==> src/pti_pkg.sv <==
/*
 * Shared constants and types of the proximity threshold interrupt block.
 * Assumes a 250 MHz system clock and a 32-bit Avalon-MM register bus.
 */
`default_nettype none

package pti_pkg;

	// ---------------------------------------------------------------
	// Register map
	// ---------------------------------------------------------------
	localparam logic [4:0] OFS_CTRL = 5'h00;
	localparam logic [4:0] OFS_THR_HI = 5'h04;
	localparam logic [4:0] OFS_THR_LO = 5'h08;
	localparam logic [4:0] OFS_FLAGS = 5'h0C;
	localparam logic [4:0] OFS_STATE = 5'h10;
	localparam logic [4:0] OFS_IRQ_STAT = 5'h14;
	localparam logic [4:0] OFS_IRQ_MASK = 5'h18;

	// ---------------------------------------------------------------
	// Field positions
	// ---------------------------------------------------------------
	localparam int CTRL_MODE_LSB = 2;
	localparam int CTRL_PERS_LSB = 4;
	localparam int CTRL_LPEN_BIT = 6;
	localparam int CTRL_LPPER_LSB = 7;
	localparam int FLAG_FAR_BIT = 0;
	localparam int FLAG_NEAR_BIT = 1;
	localparam int STATE_NEAR_BIT = 0;
	localparam int STATE_ARMED_BIT = 1;
	localparam int STATE_COUNT_LSB = 16;

	// ---------------------------------------------------------------
	// Reset values
	// ---------------------------------------------------------------
	localparam logic [8:0] RST_CTRL = 9'h000;
	localparam logic [11:0] RST_THR_HI = 12'hFFF;
	localparam logic [11:0] RST_THR_LO = 12'h000;
	localparam logic [1:0] RST_IRQ_MASK = 2'h0;

	// ---------------------------------------------------------------
	// Timing
	// ---------------------------------------------------------------
	localparam int CLK_MHZ = 250;
	localparam int LP_BASE_MS = 40;
	localparam int LP_BASE_CYC = LP_BASE_MS * 1000 * CLK_MHZ;

	// ---------------------------------------------------------------
	// Types
	// ---------------------------------------------------------------
	typedef enum logic [1:0] {
		PTI_MODE_OFF = 2'b00,
		PTI_MODE_LOGIC = 2'b01,
		PTI_MODE_FIRST = 2'b10,
		PTI_MODE_NORMAL = 2'b11
	} pti_mode_t;

	typedef struct packed {
		logic [1:0] low_power_period;
		logic low_power_enable;
		logic [1:0] persist;
		pti_mode_t irq_mode_select;
		logic [1:0] unused;
	} pti_ctrl_t;

endpackage

`default_nettype wire

==> src/pti_top.sv <==
/*
 * Proximity threshold interrupt logic: threshold compare, persistence,
 * hysteresis, three interrupt modes, low-power periodic sampling, and an
 * Avalon-MM register slave with a maskable interrupt.
 * Assumes the measurement link delivers a 12-bit count that is stable
 * around each rising edge of its own slow clock.
 */
// Notes on behaviour
// - Registers hold defaults from reset; mode resets to off, so setup is needed.
// - Mode field 1:0 selects first-high mode.
// - First-high: low events ignored until high event.
// - First-high: event stays latched until flag read.
// - Mode field 1:1 selects normal both-threshold mode.
// - Mode field 0:1 selects logic high/low mode.
// - Logic mode: pin low when count reaches high.
// - Logic mode: pin released when count below low.
// - Persistence: 1 to 4 consecutive samples required.
// - Low-power enable measures periodically, up to 320 ms.
// - Between thresholds: no new interrupt, state unchanged.
// - Flag bit 1 near event, bit 0 far event.
// - Period codes 00..11 give 40/80/160/320 ms.
`default_nettype none

module pti_top #(
	parameter int COUNT_W = 12,
	parameter int LP_BASE_CYCLES = pti_pkg::LP_BASE_CYC
) (
	input wire logic i_mclk, // System clock, 250 MHz.
	input wire logic i_arst_n, // Asynchronous reset, active low.
	input wire logic [4:0] i_address, // Avalon byte address.
	input wire logic i_read, // Avalon read request.
	input wire logic i_write, // Avalon write request.
	input wire logic [31:0] i_writedata, // Avalon write data.
	input wire logic [3:0] i_byteenable, // Avalon byte enables.
	output logic [31:0] o_readdata, // Avalon read data.
	output logic o_waitrequest, // Avalon wait request.
	output logic o_irq, // Level interrupt to the system.
	input wire logic i_meas_clk, // Measurement link clock.
	input wire logic [COUNT_W-1:0] i_meas_count, // Proximity count.
	output logic o_meas_req, // Low-power measurement request pulse.
	input wire logic i_int_in, // Interrupt pin level.
	output logic o_int_out, // Interrupt pin drive value.
	output logic o_int_oe_n // Interrupt pin enable, low drives.
);

	// ---------------------------------------------------------------
	// Decoding helpers
	// ---------------------------------------------------------------

	// Consecutive samples needed for a persistence code.
	function automatic logic [2:0] persist_need(input logic [1:0] code);
		persist_need = {1'b0, code} + 3'h1;
	endfunction

	// Saturating run counter step.
	function automatic logic [2:0] run_step(input logic hit, input logic [2:0] run);
		if (!hit) begin
			run_step = 3'h0;
		end else if (run == 3'h7) begin
			run_step = run;
		end else begin
			run_step = run + 3'h1;
		end
	endfunction

	// ---------------------------------------------------------------
	// Registers
	// ---------------------------------------------------------------
	logic [8:0] ctrl_q;
	logic [11:0] thr_hi_q;
	logic [11:0] thr_lo_q;
	logic [1:0] flags_q;
	logic [1:0] flags_d;
	logic [1:0] irq_stat_q;
	logic [1:0] irq_stat_d;
	logic [1:0] irq_mask_q;
	logic near_state_q;
	logic near_state_d;
	logic armed_q;
	logic armed_d;
	logic [2:0] hi_run_q;
	logic [2:0] lo_run_q;
	logic [COUNT_W-1:0] last_count_q;
	logic waitrequest_q;
	logic [31:0] readdata_q;
	logic irq_q;
	logic int_oe_n_q;
	logic meas_req_q;
	logic pending_q;
	logic [31:0] lp_timer_q;
	logic meas_clk_s1_q;
	logic meas_clk_s2_q;
	logic meas_clk_s3_q;
	logic [COUNT_W-1:0] count_s1_q;
	logic [COUNT_W-1:0] count_s2_q;
	logic int_in_s1_q;
	logic int_in_s2_q;

	pti_pkg::pti_ctrl_t ctrl;
	pti_pkg::pti_mode_t mode;
	assign ctrl = pti_pkg::pti_ctrl_t'(ctrl_q);
	assign mode = ctrl.irq_mode_select;

	// ---------------------------------------------------------------
	// Bus decode
	// ---------------------------------------------------------------
	wire bus_req = i_read | i_write;
	wire bus_done = bus_req & ~waitrequest_q;
	wire wr_done = bus_done & i_write;
	wire rd_done = bus_done & i_read;
	wire sel_ctrl = (i_address == pti_pkg::OFS_CTRL);
	wire sel_hi = (i_address == pti_pkg::OFS_THR_HI);
	wire sel_lo = (i_address == pti_pkg::OFS_THR_LO);
	wire sel_flags = (i_address == pti_pkg::OFS_FLAGS);
	wire sel_state = (i_address == pti_pkg::OFS_STATE);
	wire sel_istat = (i_address == pti_pkg::OFS_IRQ_STAT);
	wire sel_imask = (i_address == pti_pkg::OFS_IRQ_MASK);
	wire [31:0] be_mask = {{8{i_byteenable[3]}}, {8{i_byteenable[2]}},
		{8{i_byteenable[1]}}, {8{i_byteenable[0]}}};
	wire [31:0] wdata_m = i_writedata & be_mask;
	wire [8:0] ctrl_wr = (ctrl_q & ~be_mask[8:0]) | wdata_m[8:0];
	wire [11:0] hi_wr = (thr_hi_q & ~be_mask[11:0]) | wdata_m[11:0];
	wire [11:0] lo_wr = (thr_lo_q & ~be_mask[11:0]) | wdata_m[11:0];

	wire [31:0] state_word = {{(16 - COUNT_W){1'b0}}, last_count_q, 13'h0000,
		int_in_s2_q, armed_q, near_state_q};
	wire [31:0] rd_mux =
		sel_ctrl ? {23'h00_0000, ctrl_q} :
		sel_hi ? {20'h0_0000, thr_hi_q} :
		sel_lo ? {20'h0_0000, thr_lo_q} :
		sel_flags ? {30'h0000_0000, flags_q} :
		sel_state ? state_word :
		sel_istat ? {30'h0000_0000, irq_stat_q} :
		sel_imask ? {30'h0000_0000, irq_mask_q} : 32'h0000_0000;

	// ---------------------------------------------------------------
	// Measurement link
	// ---------------------------------------------------------------

	// A sample is taken on each rising edge of the link clock; in
	// low-power mode only a sample that answers a request counts.
	wire link_rise = meas_clk_s2_q & ~meas_clk_s3_q;
	wire take = link_rise & (~ctrl.low_power_enable | pending_q);

	wire [31:0] lp_period = LP_BASE_CYCLES << ctrl.low_power_period;
	wire lp_expire = ctrl.low_power_enable & (lp_timer_q >= lp_period - 32'h1);

	// ---------------------------------------------------------------
	// Threshold compare, persistence and hysteresis
	// ---------------------------------------------------------------
	wire [11:0] cnt = 12'(count_s2_q);
	wire above = (mode == pti_pkg::PTI_MODE_LOGIC) ? (cnt >= thr_hi_q)
		: (cnt > thr_hi_q);
	wire below = cnt < thr_lo_q;
	wire [2:0] hi_run_n = run_step(above, hi_run_q);
	wire [2:0] lo_run_n = run_step(below, lo_run_q);
	wire hi_hit = above & (hi_run_n >= persist_need(ctrl.persist));
	wire lo_hit = below & (lo_run_n >= persist_need(ctrl.persist));

	wire flag_mode = (mode == pti_pkg::PTI_MODE_NORMAL) |
		(mode == pti_pkg::PTI_MODE_FIRST);
	wire far_ok = (mode == pti_pkg::PTI_MODE_NORMAL) |
		((mode == pti_pkg::PTI_MODE_FIRST) & armed_q);
	wire near_set = take & hi_hit & ~near_state_q & flag_mode;
	wire far_set = take & lo_hit & near_state_q & far_ok;
	wire [1:0] ev_set = {near_set, far_set};

	always_comb begin
		near_state_d = near_state_q;
		if (take && hi_hit) begin
			near_state_d = 1'b1;
		end else if (take && lo_hit) begin
			near_state_d = 1'b0;
		end
	end

	always_comb begin
		armed_d = armed_q;
		if (mode != pti_pkg::PTI_MODE_FIRST) begin
			armed_d = 1'b0;
		end else if (near_set) begin
			armed_d = 1'b1;
		end
	end

	// A completed read clears only the flags that it returned, so an event
	// that lands while the read is in flight is not lost; a new event wins.
	always_comb begin
		flags_d = flags_q;
		if (rd_done && sel_flags) begin
			flags_d = flags_q & ~readdata_q[1:0];
		end
		flags_d = flags_d | ev_set;
	end

	always_comb begin
		irq_stat_d = irq_stat_q;
		if (wr_done && sel_istat && i_byteenable[0]) begin
			irq_stat_d = irq_stat_q & ~i_writedata[1:0];
		end
		irq_stat_d = irq_stat_d | ev_set;
	end

	// ---------------------------------------------------------------
	// Interrupt pin
	// ---------------------------------------------------------------
	logic pin_assert;
	always_comb begin
		case (mode)
			pti_pkg::PTI_MODE_OFF: pin_assert = 1'b0;
			pti_pkg::PTI_MODE_LOGIC: pin_assert = near_state_q;
			pti_pkg::PTI_MODE_FIRST: pin_assert = |flags_q;
			pti_pkg::PTI_MODE_NORMAL: pin_assert = |flags_q;
			default: pin_assert = 1'b0;
		endcase
	end

	// ---------------------------------------------------------------
	// Synchronisers
	// ---------------------------------------------------------------
	always_ff @(posedge i_mclk or negedge i_arst_n) begin
		if (!i_arst_n) begin
			meas_clk_s1_q <= 1'b0;
			meas_clk_s2_q <= 1'b0;
			meas_clk_s3_q <= 1'b0;
			count_s1_q <= '0;
			count_s2_q <= '0;
			int_in_s1_q <= 1'b1;
			int_in_s2_q <= 1'b1;
		end else begin
			meas_clk_s1_q <= i_meas_clk;
			meas_clk_s2_q <= meas_clk_s1_q;
			meas_clk_s3_q <= meas_clk_s2_q;
			count_s1_q <= i_meas_count;
			count_s2_q <= count_s1_q;
			int_in_s1_q <= i_int_in;
			int_in_s2_q <= int_in_s1_q;
		end
	end

	// ---------------------------------------------------------------
	// Register bus
	// ---------------------------------------------------------------

	// Each access is answered with waitrequest low on the cycle after
	// it is seen, so every access completes at the second edge.
	always_ff @(posedge i_mclk or negedge i_arst_n) begin
		if (!i_arst_n) begin
			waitrequest_q <= 1'b1;
			readdata_q <= 32'h0000_0000;
		end else begin
			waitrequest_q <= ~(bus_req & waitrequest_q);
			readdata_q <= rd_mux;
		end
	end

	always_ff @(posedge i_mclk or negedge i_arst_n) begin
		if (!i_arst_n) begin
			ctrl_q <= pti_pkg::RST_CTRL;
			thr_hi_q <= pti_pkg::RST_THR_HI;
			thr_lo_q <= pti_pkg::RST_THR_LO;
			irq_mask_q <= pti_pkg::RST_IRQ_MASK;
		end else if (wr_done) begin
			if (sel_ctrl) begin
				ctrl_q <= ctrl_wr;
			end
			if (sel_hi) begin
				thr_hi_q <= hi_wr;
			end
			if (sel_lo) begin
				thr_lo_q <= lo_wr;
			end
			if (sel_imask && i_byteenable[0]) begin
				irq_mask_q <= i_writedata[1:0];
			end
		end
	end

	// ---------------------------------------------------------------
	// Detection state
	// ---------------------------------------------------------------
	always_ff @(posedge i_mclk or negedge i_arst_n) begin
		if (!i_arst_n) begin
			flags_q <= 2'h0;
			irq_stat_q <= 2'h0;
			near_state_q <= 1'b0;
			armed_q <= 1'b0;
			hi_run_q <= 3'h0;
			lo_run_q <= 3'h0;
			last_count_q <= '0;
		end else begin
			flags_q <= flags_d;
			irq_stat_q <= irq_stat_d;
			near_state_q <= near_state_d;
			armed_q <= armed_d;
			if (take) begin
				hi_run_q <= hi_run_n;
				lo_run_q <= lo_run_n;
				last_count_q <= count_s2_q;
			end
		end
	end

	// ---------------------------------------------------------------
	// Low-power sequencing
	// ---------------------------------------------------------------
	always_ff @(posedge i_mclk or negedge i_arst_n) begin
		if (!i_arst_n) begin
			lp_timer_q <= 32'h0000_0000;
			meas_req_q <= 1'b0;
			pending_q <= 1'b0;
		end else begin
			meas_req_q <= lp_expire;
			if (!ctrl.low_power_enable || lp_expire) begin
				lp_timer_q <= 32'h0000_0000;
			end else begin
				lp_timer_q <= lp_timer_q + 32'h1;
			end
			if (!ctrl.low_power_enable || take) begin
				pending_q <= 1'b0;
			end else if (lp_expire) begin
				pending_q <= 1'b1;
			end
		end
	end

	// ---------------------------------------------------------------
	// Outputs
	// ---------------------------------------------------------------
	always_ff @(posedge i_mclk or negedge i_arst_n) begin
		if (!i_arst_n) begin
			irq_q <= 1'b0;
			int_oe_n_q <= 1'b1;
		end else begin
			irq_q <= |(irq_stat_d & irq_mask_q);
			int_oe_n_q <= ~pin_assert;
		end
	end

	assign o_readdata = readdata_q;
	assign o_waitrequest = waitrequest_q;
	assign o_irq = irq_q;
	assign o_meas_req = meas_req_q;
	assign o_int_out = 1'b0;
	assign o_int_oe_n = int_oe_n_q;

endmodule

`default_nettype wire

==> config.mk <==
export PLATFORM = sky130hd
export DESIGN_NAME = pti_top
export DESIGN_NICKNAME = d
export VERILOG_FILES = /design/src/pti_pkg.sv /design/src/pti_top.sv
export SDC_FILE = /design/constraint.sdc
export NUM_CORES = 1
export LEC_CHECK = 0
export ABC_AREA = 1
export BUFFER_PORTS_ARGS = -buffer_cell sky130_fd_sc_hd__buf_2
export CAP_MARGIN = 10
export CORE_ASPECT_RATIO = 1.1
export CORE_MARGIN = 3
export CORE_UTILIZATION = 38
export CTS_CLUSTER_SIZE = 10
export DETAILED_ROUTE_END_ITERATION = 10
export PLACE_DENSITY = 0.66
export SLEW_MARGIN = 5
export SYNTH_ARGS = -nofsm -noshare
export SYNTH_HDL_FRONTEND = slang
export SYNTH_SLANG_ARGS = --single-unit
export TNS_END_PERCENT = 5
==> constraint.sdc <==
create_clock -name i_mclk -period 3.2 [get_ports i_mclk]
set_clock_uncertainty 0.05 [all_clocks]
set_input_delay 0.32 -clock i_mclk [delete_from_list [all_inputs] [get_ports i_mclk]]
set_output_delay 0.32 -clock i_mclk [all_outputs]
set_load 0.03 [all_outputs]
# Word-level counts from Yosys, hierarchy flattened
# Index checks and enable logic that the tools add are counted.
# word_totals
romBits	0
ram_bits	0
memories	0
out_inout_bits	37
reg_bits	153
in_bits	59
latchBits	0
word_cells	134
# op_classes
muxes	22
reduce_logical	21
n_eq_ne	12
shift	1
div_mod_pow	0
multipliers	0
n_addsub	5
n_bitwise	42
magnitude_cmp	6
# op_table
operator	count
$mux W28	5
$and A12 B12 Y12	3
$add A32 B1 Y32 const B	1
$ge A32 B32 Y1	1
$mux W32	1
$shl A24 B2 Y32 const A	1
$sub A32 B1 Y32 const B	1
$or A12 B12 Y12	2
$and A1 B1 Y1	16
$eq A5 B5 Y1 const B	3
$ge A12 B12 Y1	1
$gt A12 B12 Y1	1
$lt A12 B12 Y1	1
$mux W3	4
$not A12 Y12	1
$eq A5 B4 Y1 const B	2
$and A9 B9 Y9	1
$not A9 Y9	1
$or A9 B9 Y9	1
$mux W2	4
$reduce_and A2 Y1	4
$mux W1	7
$add A3 B1 Y3 const B	2
$and A2 B2 Y2	3
19 further kinds	42

# Longest topological paths before layout
# logic_depth
word_depth	11
depth_mapped	19

# Worst setup path after synthesis
# OpenSTA, ideal clock, no wires.
# synth_path
path_kind	reg2reg
startpoint	register with a tool-made name
endpoint	register irq_q, in the netlist o_irq
setup_time_ns	0.116
required_ns	3.034
stages_incl_launch_ff	19
t_arrival_ns	2.438
synth_period_minus_slack_ns	2.605
path_slack_ns	0.595
n_path_buf	0
cell_sequence	dfstp_2 > inv_1 > ha_1 > nand2_1 > nor2_1 > nand2_1 > nor2_1 > o21ai_0 > nand2_1 > nor2_1 > ha_1 > a21oi_1 > o21ai_0 > a31oi_1 > nor2_1 > nand3_1 > nand2_1 > nand2_1 > nand2_1
# synth_rtl
item	line_no	source
to (signal assigned)	pti_top.sv:335	irq_q <= |(irq_stat_d & irq_mask_q);
to (decl)	pti_top.sv:86	logic irq_q;

==> metrics.yaml <==
final_layout:
  drive_above_1_share_pct: 15.5
  nNetsFinal: 1032
  finalNonFillerCells: 1171
  antenna_cells: 0
  syn2layout_area_growth_pct: 17.6
pwr:
  pwr-share-comb_pct: 12.6
  power_frac_clock_pct: 41.3
  internal_power_w: 0.00329
  cellPowerDensity_nw_per_um2: 513
  switching_share_pct: 27.1
  irDropWorstVdd_mv: 0.390
  p_leak_nw: 4.15
  seqPwrFrac_pct: 46.2
  p_switching_w: 0.00122
global_route:
  grt_pass1_wl_um: 28000
  antenna_found_initial: 0
  grt_pass1_vias: 5681
  overflow: 0
  grt_max_degree: 91
  globalRouteTotalUtil_pct: 16.2
die:
  core_um2: 19200
  rows: 53
  die_x_um: 140
  ios: 96
  fp.dieH_um: 153
  initial_core_util_pct: 38.9
  dieArea_um2: 21400
sta:
  finalMaxSlewViolations: 0
  timing.final.crit_share_pct: 91.9
  max_freq_mhz: 340
  tightest_slew_ps: 809
  final.min_clock_period_ps: 2940
  rsz0062_at_grt: "no"
  slew-limit-headroom_pct: 46.1
  setup_violations: 0
  tns_ps: 0
  hold_violations: 0
logic_synthesis:
  avgSynthCellArea_um2: 9.16
  ys_warn_count: 0
  syn-instance-count: 816
  syn_area_um2: 7480
  synthDistinctLibCells: 44
  yosysSeqAreaShare_pct: 50.1
  synth-seq-cells: 149
detailed_routing:
  wl_per_cell_um: 14.2
  viasPerCell: 4.84
  wl_um: 16600
  drc: 0
  drt_iter0_drc: 316
  vias: 5665
  drt-pass1-iter-count: 5
  ant_nets: 0
hold_path:
  hold_path_class: "in -> reg"
  hp-start: "i_writedata[11]"
placed_design:
  dp.cells: 1121
  io_buffers: 64
  place_congestion: 0.869
  dpl.hpwl_um: 12100
clocking:
  cts.sinks: 149
  cts_tree: "built"
  clk_latency_ps: 420
  cts_made_buffers: 17
  clkSlewWorstSetupHoldPaths_ps: 60
  htree_levels: 4
  cts_buffer_depth: 2
  cts-root-buf: "clkbuf_16"
critical_path:
  worst-path-max-fanout: 3
  endpoint_kind: "flop"
  cp_data_required_time_ps: 3460
  crit_path_start_kind: "flop"
  crit_arrival_ps: 3200
  critical_path_class: "reg -> reg"
run:
  drv_cap: 0
outcome:
  status: "completed"
==> cells by family (layout without fill, tap and decap cells) <==
| kind of cell | Yosys count | after routing | share of synthesized area, % |
|---|---|---|---|
| AND/OR/NAND/NOR | 314 | 314 | 18.9 |
| buffers and inverters | 140 | 238 | 8.00 |
| XOR/XNOR | 32 | 32 | 3.75 |
| flip-flops | 149 | 149 | 50.1 |
| AO/OA/AOI/OAI | 117 | 117 | 8.79 |
| adder cells (fa/ha/maj) | 62 | 62 | 10.4 |
| other | 2 | 12 | 0.100 |
==> power by group through the flow <==
stage / Clock [W] / Combinational [W] / Sequential (W)
finish: 0.00186 / 0.000568 / 0.00208
global route: 0.00198 / 0.000658 / 0.00210
CTS: 0.00190 / 0.000553 / 0.00208
detailed placement: 0 / 0.000534 / 0.00211
global placement: 0 / 0.000514 / 0.00211
floorplan: 0 / 0.000357 / 0.00211
==> cells in the final DEF, fill, tap and decap left out, drive strengths merged, types with 16 or more instances in the layout <==
cell,netlist,routed
nand2,156,156
dfrtp,133,133
inv,117,118
nor2,82,82
buf,18,72
o21ai,65,65
ha,62,62
nor3,30,30
a21oi,26,26
nand3,24,24
xor2,23,23
clkbuf,5,20
dlygate4sd3,0,17
nand4,17,17
dfstp,16,16
==> cell type report <==
type                    count  area, um^2
repair buffers             89         569
well taps                 247         309
clock buffers              20         437
inverters                 117         439
fillers                  1835       10400
flip-flops and latches    149        3750
multi-input cells         537        3180
clock inverters            12         109
==> metal layers <==
metal | vias to the layer above | track usage [%] | share of wire (%)
li1 | 2823 | - | -
met1 | 2692 | 21.9 | 47
met2 | 125 | 25.7 | 46
met3 | 25 | 3.57 | 4.1
met4 | 0 | 5.81 | 2.1
met5 | - | 0 | 0
==> per-stage QoR <==
stage          hold WS, ps  area (um^2)  utilization [%]  setup WS [ps]  total power, W
2_1_floorplan        -25.6         7510                -            595         0.00247
4_1_cts                112         8770             45.6            177         0.00454
3_5_place_dp           285         8060             41.9            188         0.00265
6_report               108         8790             45.7            259         0.00451
5_1_grt                123         8790             45.7           14.1         0.00474
3_3_place_gp           283         8060             41.9            290         0.00262
==> critical path: stages (launching register included) <==
cell	delay, ps
dfstp_2	540
inv_1	50
ha_1	310
nand2_1	80
nor2_2	140
nand2_1	110
nor2_2	120
nor2_1	50
nand3_1	110
nand2_1	100
nor2_1	100
ha_1	260
a21oi_1	140
o21ai_0	90
a31oi_1	200
nor2_1	90
nand3_1	110
nand2_1	80
nand2_1	60
nand2_1	50
==> cells in the mapped netlist (all sizes together) <==
cell type  instances  area [um^2]
a211oi             2         15.0
a21o               1         7.51
a21oi             26          130
a221oi             2         17.5
a31o               1         8.76
a31oi              2         12.5
and3               1         6.26
buf               18          140
clkbuf             5         18.8
conb               2         7.51
dfrtp            133         3330
dfstp             16          420
ha                62          776
inv              117          439
nand2            156          591
nand3             24          135
nand3b             1         7.51
nand4             17          113
nor2              82          318
nor3              30          216
nor4               1         6.26
nor4b              1         8.76
o2111ai            1         8.76
o211ai             1         7.51
o21a               2         15.0
o21ai             65          325
o21bai             2         15.0
o221ai             6         52.6
o22ai              4         25.0
o31a               1         8.76
o31ai              1         7.51
or2                1         8.76
xnor2              9         78.8
xor2              23          201
==> final timing paths <==
kind | slack, ps | depth (start not counted) | endpoint
max | 260 | 19 | o_irq$_DFF_PN0_
min | 110 | 3 | flop
max reg2reg | 260 | 19 | o_irq$_DFF_PN0_
min reg2reg | 290 | 0 | meas_clk_s2_q$_DFF_PN0_
max in group asynchronous | 1750 | 3 | asynchronous set/reset pin
min in group asynchronous | 490 | 2 | o_readdata[26]$_DFF_PN0_
==> repair_timing <==
item,CTS,global route
resized for setup,0,4
setup endpoints to repair,0,4
setup buffers,0,1
hold endpoints to repair,98,0
hold buffers,17,0
(Power assumes the default switching activity.)
